$ cat config.mk
export PLATFORM = sky130hd
export DESIGN_NAME = nrc_top
export DESIGN_NICKNAME = d
export VERILOG_FILES = /design/src/design/nrc_pkg.sv /design/src/design/nrc_ptr_regs.sv /design/src/design/nrc_addr_ext.sv /design/src/design/nrc_top.sv
export VERILOG_INCLUDE_DIRS = /design/src /design/src/design
export SDC_FILE = /design/constraint.sdc
export NUM_CORES = 1
export LEC_CHECK = 0
export BUFFER_PORTS_ARGS = -buffer_cell sky130_fd_sc_hd__buf_2
export CAP_MARGIN = 25
export CORE_MARGIN = 4
export CORE_UTILIZATION = 40
export DETAILED_ROUTE_END_ITERATION = 8
export MAX_ROUTING_LAYER = met4
export PLACE_DENSITY_LB_ADDON = 0.08
export SLEW_MARGIN = 40
export SYNTH_ARGS = -nofsm -noshare
export SYNTH_HDL_FRONTEND = slang
export SYNTH_SLANG_ARGS = --single-unit
$ cat constraint.sdc
create_clock -name clk_i -period 2.7 [get_ports clk_i]
set_clock_uncertainty 0.2 [all_clocks]
set_input_delay 0.135 -clock clk_i [delete_from_list [all_inputs] [get_ports clk_i]]
set_output_delay 0.135 -clock clk_i [all_outputs]
set_load 0.01 [all_outputs]
$ cat src/design/nrc_defines.svh
// Offsets, field positions and reset values of the run-control block
`ifndef NRC_DEFINES_SVH
`define NRC_DEFINES_SVH
// ****************************************
// Register byte offsets
// ****************************************
`define NRC_ADR_CTRL     8'h00
`define NRC_ADR_PTR_LO   8'h04
`define NRC_ADR_PTR_HI   8'h08
`define NRC_ADR_CFG      8'h0C
`define NRC_ADR_PTR_LOA  8'h40
`define NRC_ADR_PTR_HIA  8'h44
// ****************************************
// Control and status fields
// ****************************************
`define NRC_CTL_INIT     0
`define NRC_CTL_RUN      1
`define NRC_CTL_STOP     2
`define NRC_CTL_DEMAND   3
`define NRC_CTL_TRANSMIT_ENABLED_FLAG     4
`define NRC_CTL_RXON     5
`define NRC_CTL_IDONE    6
// ****************************************
// Configuration fields and reset value
// ****************************************
`define NRC_CFG_WIDE     0
`define NRC_CFG_NOPOLL   1
`define NRC_CFG_TXDIS    2
`define NRC_CFG_RXDIS    3
`define NRC_CFG_RESET    4'h0
`define NRC_ZERO32       32'h0000_0000
`endif

$ cat src/design/nrc_pkg.sv
// Types and shared helper functions of the run-control block
package nrc_pkg;
  // Run-control states, one-hot
  typedef enum logic [3:0] {
    NRC_ST_STOP = 4'b0001,
    NRC_ST_INIT = 4'b0010,
    NRC_ST_IDLE = 4'b0100,
    NRC_ST_RUN  = 4'b1000
  } nrc_state_t;

  // Byte-lane merge of a 16-bit field under two byte enables
  function automatic logic [15:0] nrc_merge16(input logic [15:0] old_v,
                                              input logic [15:0] new_v,
                                              input logic [1:0]  sel);
    nrc_merge16 = {sel[1] ? new_v[15:8] : old_v[15:8],
                   sel[0] ? new_v[7:0]  : old_v[7:0]};
  endfunction

  // Narrow structures carry 24 address bits; the pointer byte fills the top
  function automatic logic [31:0] nrc_ext_addr(input logic [31:0] addr,
                                               input logic [7:0]  upper,
                                               input logic        wide);
    nrc_ext_addr = wide ? addr : {upper, addr[23:0]};
  endfunction
endpackage

$ cat src/design/nrc_ptr_regs.sv
// Storage of the setup-block pointer, shared by the main and alias locations
`timescale 1ns/1ps
`default_nettype none
module nrc_ptr_regs
  import nrc_pkg::*;
(
  input  wire logic        clk_i,
  input  wire logic        wr_lo_i,
  input  wire logic        wr_hi_i,
  input  wire logic [3:0]  sel_i,
  input  wire logic [31:0] dat_i,
  output logic      [15:0] lo_o,
  output logic      [15:0] hi_o
);
  logic [15:0] lo_reg;
  logic [15:0] hi_reg;
  logic [15:0] lo_next;
  logic [15:0] hi_next;

  // One storage word per pointer half, so both locations always agree
  assign lo_next = nrc_merge16(lo_reg, dat_i[15:0], sel_i[1:0]);
  assign hi_next = nrc_merge16(hi_reg, dat_i[15:0], sel_i[1:0]);
  assign lo_o    = lo_reg;
  assign hi_o    = hi_reg;

  // No reset on purpose: contents survive every reset and stop
  always_ff @(posedge clk_i)
  begin
    if (wr_lo_i)
      lo_reg <= lo_next;
    if (wr_hi_i)
      hi_reg <= hi_next;
  end
endmodule
`default_nettype wire

$ cat src/design/nrc_addr_ext.sv
// Registered upper-byte extension of one bus-master address
`timescale 1ns/1ps
`default_nettype none
module nrc_addr_ext
  import nrc_pkg::*;
(
  input  wire logic        clk_i,
  input  wire logic        rst_i,
  input  wire logic        wide_i,
  input  wire logic [7:0]  upper_i,
  input  wire logic [31:0] addr_i,
  output logic      [31:0] addr_o
);
  logic [31:0] addr_reg;
  logic [31:0] addr_next;

  // Overwrites the stored top byte for narrow structures
  assign addr_next = nrc_ext_addr(addr_i, upper_i, wide_i);
  assign addr_o    = addr_reg;

  always_ff @(posedge clk_i)
  begin
    if (rst_i)
      addr_reg <= 32'h0000_0000;
    else
      addr_reg <= addr_next;
  end
endmodule
`default_nettype wire

$ cat src/design/nrc_top.sv
// Run control, transmit demand and setup-block pointer with a Wishbone slave
`timescale 1ns/1ps
`default_nettype none
`include "nrc_defines.svh"
module nrc_top
  import nrc_pkg::*;
(
  input  wire logic        clk_i,
  input  wire logic        rst_i,
  input  wire logic        soft_rst_i,
  input  wire logic        wb_cyc_i,
  input  wire logic        wb_stb_i,
  input  wire logic        wb_we_i,
  input  wire logic [7:0]  wb_adr_i,
  input  wire logic [3:0]  wb_sel_i,
  input  wire logic [31:0] wb_dat_i,
  output logic      [31:0] wb_dat_o,
  output logic             wb_ack_o,
  output logic             wb_err_o,
  output logic             dma_enable_o,
  output logic             run_active_o,
  output logic             tx_enabled_o,
  output logic             rx_enabled_o,
  output logic             auto_poll_en_o,
  output logic             tx_ring_poll_o,
  input  wire logic        tx_desc_fetched_i,
  output logic             init_fetch_o,
  output logic      [31:0] init_addr_o,
  input  wire logic        init_done_i,
  output logic             wide_select_o,
  input  wire logic [31:0] desc_base_i,
  output logic      [31:0] desc_base_o,
  input  wire logic [31:0] buf_addr_i,
  output logic      [31:0] buf_addr_o
);
  // ****************************************
  // Declarations
  // ****************************************
  nrc_state_t  st_reg;
  nrc_state_t  st_next;
  logic        stop_reg;
  logic        stop_next;
  logic        run_reg;
  logic        run_next;
  logic        init_reg;
  logic        init_next;
  logic        dmd_reg;
  logic        dmd_next;
  logic        transmit_enabled_flag_reg;
  logic        transmit_enabled_flag_next;
  logic        rxon_reg;
  logic        rxon_next;
  logic        idone_reg;
  logic        idone_next;
  logic        poll_reg;
  logic        dma_reg;
  logic        fetch_reg;
  logic        run_act_reg;
  logic        apoll_reg;
  logic [31:0] iaddr_reg;
  logic [31:0] iaddr_next;
  logic [3:0]  cfg_reg;
  logic [3:0]  cfg_next;
  logic        ack_reg;
  logic        err_reg;
  logic [31:0] dat_reg;
  logic        any_rst;
  logic        acc;
  logic        wr;
  logic        hit_ctrl;
  logic        hit_cfg;
  logic        hit_lo;
  logic        hit_hi;
  logic        hit_any;
  logic        wr_ctrl;
  logic        w_stop;
  logic        w_run;
  logic        w_init;
  logic        w_dmd;
  logic        wr_lo;
  logic        wr_hi;
  logic [15:0] ptr_lo;
  logic [15:0] ptr_hi;
  logic [31:0] rd_ctrl;
  logic [31:0] rd_lo;
  logic [31:0] rd_hi;
  logic [31:0] rd_cfg;
  logic [31:0] rd_mux;
  logic        wide;
  logic        txdis;
  logic        rxdis;
  logic        nopoll;

  // ****************************************
  // Bus decode
  // ****************************************
  // Hardware and software reset act alike on control state
  assign any_rst  = rst_i | soft_rst_i;
  // A request is taken once; the ack cycle blocks a second take
  assign acc      = wb_cyc_i & wb_stb_i & ~ack_reg & ~err_reg;
  assign wr       = acc & wb_we_i;
  assign hit_ctrl = (wb_adr_i == `NRC_ADR_CTRL);
  assign hit_cfg  = (wb_adr_i == `NRC_ADR_CFG);
  assign hit_lo   = (wb_adr_i == `NRC_ADR_PTR_LO)
                  | (wb_adr_i == `NRC_ADR_PTR_LOA);
  assign hit_hi   = (wb_adr_i == `NRC_ADR_PTR_HI)
                  | (wb_adr_i == `NRC_ADR_PTR_HIA);
  assign hit_any  = hit_ctrl | hit_cfg | hit_lo | hit_hi;

  // ****************************************
  // Control write strobes
  // ****************************************
  // A stop in the same write masks start, init and demand
  assign wr_ctrl = wr & hit_ctrl & wb_sel_i[0];
  assign w_stop  = wr_ctrl & wb_dat_i[`NRC_CTL_STOP];
  assign w_run   = wr_ctrl & wb_dat_i[`NRC_CTL_RUN] & ~w_stop;
  assign w_init  = wr_ctrl & wb_dat_i[`NRC_CTL_INIT] & ~w_stop;
  assign w_dmd   = wr_ctrl & wb_dat_i[`NRC_CTL_DEMAND] & ~w_stop;

  // Pointer writes are dropped unless stopped
  assign wr_lo   = wr & hit_lo & stop_reg;
  assign wr_hi   = wr & hit_hi & stop_reg;

  // Configuration fields
  assign wide    = cfg_reg[`NRC_CFG_WIDE];
  assign nopoll  = cfg_next[`NRC_CFG_NOPOLL];
  assign txdis   = cfg_reg[`NRC_CFG_TXDIS];
  assign rxdis   = cfg_reg[`NRC_CFG_RXDIS];
  assign cfg_next = (wr & hit_cfg & wb_sel_i[0]) ? wb_dat_i[3:0] : cfg_reg;

  // ****************************************
  // Pointer storage and address extension
  // ****************************************
  nrc_ptr_regs u_ptr (
    .clk_i   (clk_i),
    .wr_lo_i (wr_lo),
    .wr_hi_i (wr_hi),
    .sel_i   (wb_sel_i),
    .dat_i   (wb_dat_i),
    .lo_o    (ptr_lo),
    .hi_o    (ptr_hi)
  );

  // Descriptor bases pick up the high pointer byte when narrow
  nrc_addr_ext u_desc_ext (
    .clk_i   (clk_i),
    .rst_i   (any_rst),
    .wide_i  (wide),
    .upper_i (ptr_hi[15:8]),
    .addr_i  (desc_base_i),
    .addr_o  (desc_base_o)
  );

  // Buffer start addresses are extended the same way
  nrc_addr_ext u_buf_ext (
    .clk_i   (clk_i),
    .rst_i   (any_rst),
    .wide_i  (wide),
    .upper_i (ptr_hi[15:8]),
    .addr_i  (buf_addr_i),
    .addr_o  (buf_addr_o)
  );

  // ****************************************
  // Run-control flags
  // ****************************************
  // Setting start or init releases stop; stop clears start and init
  assign stop_next = w_stop ? 1'b1 : ((w_run | w_init) ? 1'b0 : stop_reg);
  assign run_next  = w_stop ? 1'b0 : (run_reg | w_run);
  // Init stays set after the sequence completes
  assign init_next = w_stop ? 1'b0 : (init_reg | w_init);

  // Setup-block address; narrow mode gives the same 32 bits by prepending
  assign iaddr_next = w_init ? {ptr_hi, ptr_lo} : iaddr_reg;

  // ****************************************
  // Sequencer
  // ****************************************
  // Init written with start runs before start takes effect; start alone from stop goes straight to run
  always_comb
  begin
    st_next = st_reg;
    if (w_stop)
      st_next = NRC_ST_STOP;
    else if (w_init)
      st_next = NRC_ST_INIT;
    else
      case (st_reg)
        NRC_ST_STOP:
          if (w_run)
            st_next = NRC_ST_RUN;
        NRC_ST_INIT:
          if (init_done_i)
            st_next = (run_reg | w_run) ? NRC_ST_RUN : NRC_ST_IDLE;
        NRC_ST_IDLE:
          if (w_run)
            st_next = NRC_ST_RUN;
        NRC_ST_RUN:
          st_next = NRC_ST_RUN;
        default:
          st_next = NRC_ST_STOP;
      endcase
  end

  // ****************************************
  // Transmit demand and enables
  // ****************************************
  // Enables follow the run state so they stay low while init runs
  assign transmit_enabled_flag_next = (st_next == NRC_ST_RUN) & ~txdis;
  assign rxon_next = (st_next == NRC_ST_RUN) & ~rxdis;
  assign idone_next = w_stop ? 1'b0
                    : (w_init ? 1'b0
                    : (idone_reg | ((st_reg == NRC_ST_INIT) & init_done_i)));

  // A new demand wins over a fetch in the same cycle so none is lost;
  // with transmit off the demand falls back at once
  always_comb
  begin
    if (w_stop)
      dmd_next = 1'b0;
    else if (w_dmd)
      dmd_next = transmit_enabled_flag_reg;
    else if (tx_desc_fetched_i)
      dmd_next = 1'b0;
    else
      dmd_next = dmd_reg & transmit_enabled_flag_next;
  end

  // ****************************************
  // Register read mux
  // ****************************************
  assign rd_ctrl = {25'h000_0000, idone_reg, rxon_reg, transmit_enabled_flag_reg,
                    dmd_reg, stop_reg, run_reg, init_reg};
  // Reserved upper halves read zero; pointers read zero unless stopped
  assign rd_lo   = stop_reg ? {16'h0000, ptr_lo} : `NRC_ZERO32;
  assign rd_hi   = stop_reg ? {16'h0000, ptr_hi} : `NRC_ZERO32;
  assign rd_cfg  = {28'h000_0000, cfg_reg};
  assign rd_mux  = hit_ctrl ? rd_ctrl
                 : hit_cfg  ? rd_cfg
                 : hit_lo   ? rd_lo
                 : hit_hi   ? rd_hi
                 : `NRC_ZERO32;

  // ****************************************
  // Control registers
  // ****************************************
  // Both resets put the block in stop; pointers are untouched
  always_ff @(posedge clk_i)
  begin
    if (any_rst)
    begin
      st_reg    <= NRC_ST_STOP;
      stop_reg  <= 1'b1;
      run_reg   <= 1'b0;
      init_reg  <= 1'b0;
      dmd_reg   <= 1'b0;
      transmit_enabled_flag_reg  <= 1'b0;
      rxon_reg  <= 1'b0;
      idone_reg <= 1'b0;
    end
    else
    begin
      st_reg    <= st_next;
      stop_reg  <= stop_next;
      run_reg   <= run_next;
      init_reg  <= init_next;
      dmd_reg   <= dmd_next;
      transmit_enabled_flag_reg  <= transmit_enabled_flag_next;
      rxon_reg  <= rxon_next;
      idone_reg <= idone_next;
    end
  end

  // Configuration survives software reset, cleared by hardware reset
  always_ff @(posedge clk_i)
  begin
    if (rst_i)
      cfg_reg <= `NRC_CFG_RESET;
    else
      cfg_reg <= cfg_next;
  end

  // ****************************************
  // Engine outputs
  // ****************************************
  // Registered so the engines see one consistent snapshot per cycle
  always_ff @(posedge clk_i)
  begin
    if (any_rst)
    begin
      dma_reg   <= 1'b0;
      poll_reg  <= 1'b0;
      fetch_reg <= 1'b0;
      iaddr_reg <= `NRC_ZERO32;
      run_act_reg <= 1'b0;
      apoll_reg <= 1'b0;
    end
    else
    begin
      dma_reg   <= ~stop_next;
      poll_reg  <= dmd_next & transmit_enabled_flag_next;
      fetch_reg <= (st_next == NRC_ST_INIT);
      iaddr_reg <= iaddr_next;
      run_act_reg <= transmit_enabled_flag_next | rxon_next;
      apoll_reg <= transmit_enabled_flag_next & ~nopoll;
    end
  end

  // ****************************************
  // Wishbone answer
  // ****************************************
  // Single-cycle answer; unmapped addresses get err instead of ack
  always_ff @(posedge clk_i)
  begin
    if (rst_i)
    begin
      ack_reg <= 1'b0;
      err_reg <= 1'b0;
      dat_reg <= `NRC_ZERO32;
    end
    else
    begin
      ack_reg <= acc & hit_any;
      err_reg <= acc & ~hit_any;
      dat_reg <= (acc & ~wb_we_i) ? rd_mux : `NRC_ZERO32;
    end
  end

  // ****************************************
  // Output assignment
  // ****************************************
  assign wb_dat_o       = dat_reg;
  assign wb_ack_o       = ack_reg;
  assign wb_err_o       = err_reg;
  assign dma_enable_o   = dma_reg;
  assign run_active_o   = run_act_reg;
  assign tx_enabled_o   = transmit_enabled_flag_reg;
  assign rx_enabled_o   = rxon_reg;
  // Polling is on while transmit is enabled, unless software turned it off
  assign auto_poll_en_o = apoll_reg;
  assign tx_ring_poll_o = poll_reg;
  assign init_fetch_o   = fetch_reg;
  assign init_addr_o    = iaddr_reg;
  assign wide_select_o  = wide;
endmodule
`default_nettype wire

==> impl_metrics.toml <==
[global_route]
antenna_found_initial = 0
grt_pass1_vias = 4946
grt_use_total_pct = 19.1
globalRouteOverflowTotal = 0
grt_pass1_wl_microns = 24100
grt_max_degree = 49

[cells_and_area]
antenna_cells = 0
layout_common_cells = "buf_2 (219), dfxtp_1 (133), dlygate4sd3_1 (94)"
nNetsFinal = 970
final_cells = 1051
fin_util_pct = 59.6
drive_above_1_share_pct = 38.4
postLayoutCellArea_sq_um = 8670
layout.cells.most_common = "buf_2"
syn_to_final_growth_pct = 45.6

[yosys]
synth_edf_count = 32
yosys.area_share.simple_pct = 20.7
synthAdderAreaFrac_pct = 0
syn_area_per_cell_sq_um = 11.0
synth-seq-cells = 166
synth_top_family_by_area = "simple AND/OR/NAND/NOR gates"
dominantRegCellSynth = "dfxtp_1"
seq_area_frac_synth_pct = 61.2
yosys_warnings = 0
synth_top_area_share_pct = 45.1
async_reset_ff_share_pct = 0
syn_inst = 542
synth_top_cell_by_area = "dfxtp_1"
synth_compound_area_share_pct = 11.1
yosysUniqueCellTypes = 51
synthMuxAreaShare_pct = 0.673
synthTopCellsByArea = "dfxtp_1 (45%), edfxtp_1 (16%), and2_1 (5.2%)"
synth-xor-area-share_pct = 0.589
synth_area_sq_um = 5950

[clock_network]
ctsResizeCount = 0
cts_hold_buffers = 94
clock_sinks = 166
ctsHtreeMaxLevel = 4
post-cts-setup-buffers = 0
numCtsBuffers = 17
clk_latency_ps = 410
cts_tree = "yes"
cts_root_buf = "clkbuf_16"
cts_buffer_depth = 2
clk_pin_slew_ps = 60

[setup_path]
r2r_cells = 8
ff2ff_setup_slack_ps = 280
critPathArrivalTime_ps = 2510
criticalPathCategory = "register to register"
worstPathRequired_ps = 2800
end_kind = "register"
worstPathMaxFanout = 8
r2r-start = "wb_ack_o"
crit_path_start = "wb_ack_o"
reg2reg_to = "init_fetch_o"
start_kind = "register"
cp-endpoint = "init_fetch_o"

[placed_design]
post-dp-hpwl_microns = 10800
dpl_cell_area_sq_um = 7140
io_buffers = 219
place_congestion = 0.936
placed_cells = 925

[sta]
fin_crit_sh_pct = 89.6
tightest_slew_ps = 687
grt_setup_unrepaired = "false"
maxSlewViolCount = 0
hold_viol_final = 0
setup-tns-final_ps = 0
fin_crit_ps = 2420
relSlewSlack_pct = 54.2
setup_viol = 0
max_freq_mhz = 414

[die]
dieHeight_microns = 130
rows = 44
die_w_microns = 130
fp.dieArea_sq_um = 16900
coreArea_sq_um = 14500
start_util_pct = 40.9
boundaryPins = 254

[drt]
first_iter_violations = 226
via_per_inst = 4.63
first_pass_iters = 4
route.detailed.drc = 0
dr_total_vias = 4865
wl_per_cell_microns = 15.1
final_antenna_net_count = 0
wl_microns = 15800

[pwr]
powerDensity_nw_per_um2 = 613
clockPowerShare_pct = 45.2
p_sw_share_pct = 21.1
leakagePower_nw = 3.73
p_switching_mw = 1.12
vdd_ir_drop_max_uv = 383
power_frac_seq_pct = 48.4
power_frac_comb_pct = 6.4
p_int_mw = 4.19

[status]
status = "finished clean"

[min_path]
hold_path_class = "input port to register"
min_from = "wb_adr_i[3]"

[flow_run]
cap_viol_max_count = 0
==> cell usage after synthesis (3+ instances only) <==
cell type and count:
mux2i_1 4, a2bb2oi_1 3, nor4_4 3, and2_1 49, dfxtp_1 134, a21oi_2 30
xor2_1 3, nand2_2 29, a21oi_1 30, buf_12 3, buf_4 16, nor2_1 26
buf_6 4, nand3_1 7, nor3_1 7, clkbuf_1 18, o21ai_0 5, a22oi_1 13
edfxtp_1 32, nand2_1 61, a22o_1 3, nand3b_1 5, buf_2 3, inv_1 5
nand2b_1 11, and3_1 4, or3_1 3
==> area by class of cell <==
cell class / count / area, sq um
fillers: 1215 / 5870
flip-flops and latches: 166 / 3640
repair buffers: 324 / 2140
multi-input cells: 340 / 2040
clock buffers: 21 / 470
well taps: 184 / 230
clock inverters: 11 / 119
inverters: 5 / 18.8
==> logic make-up (layout without fill, tap and decap cells) <==
group	after synthesis	count (layout)
XOR/XNOR	4	4
other	1	16
flip-flops	166	166
buffers and inverters	51	361
AND/OR/NAND/NOR	222	222
AO/OA/AOI/OAI	94	94
multiplexers	4	4
==> power groups by stage <==
| stage | Clock [mW] | Sequential (mW) | Combinational, mW |
|---|---|---|---|
| 2_1_floorplan | 0 | 2.64 | 0.0992 |
| 3_3_place_gp | 0 | 2.62 | 0.231 |
| 3_5_place_dp | 0 | 2.62 | 0.234 |
| 6_report | 2.40 | 2.57 | 0.341 |
| 4_1_cts | 2.45 | 2.57 | 0.338 |
| 5_1_grt | 2.56 | 2.57 | 0.370 |
==> per-stage QoR <==
step                      hold slack [ps]  setup slack, ps  power [mW]
after floorplan                      7.38              439        2.74
after global placement                127              425        2.85
final                                8.31              282        5.31
after global routing                 26.9             93.8        5.49
after CTS                            2.43              281        5.35
after detailed placement              129              396        2.86
==> how the worst min path moves through the flow <==
stage          depth (start not counted)  slack, ps        endpoint
4_1_cts                                3          2        wb_ack_o
6_report                               3          8        wb_ack_o
3_5_place_dp                           1        130  u_ptr.hi_o[15]
5_1_grt                                3         30        wb_ack_o
3_3_place_gp                           1        130  u_ptr.hi_o[12]
2_1_floorplan                          1          7      cfg_reg[0]
==> critical path: stages (launching register included) <==
cell and delay, ps:
dfxtp_1 310, and4bb_2 360, and3_1 310, and2_4 230, nand2_1 60, nand2_1 80
buf_4 160, a21oi_1 40, dlygate4sd3_1 550
==> layer usage <==
layer	GRT usage (%)	vias up	share of wire, %
met5	-	-	0
met4	6.85	0	1.4
met3	3.97	20	6.2
met2	31.6	178	49
met1	23.3	2245	43
li1	-	2422	-
No activity file was read; power rests on OpenSTA's default activity.
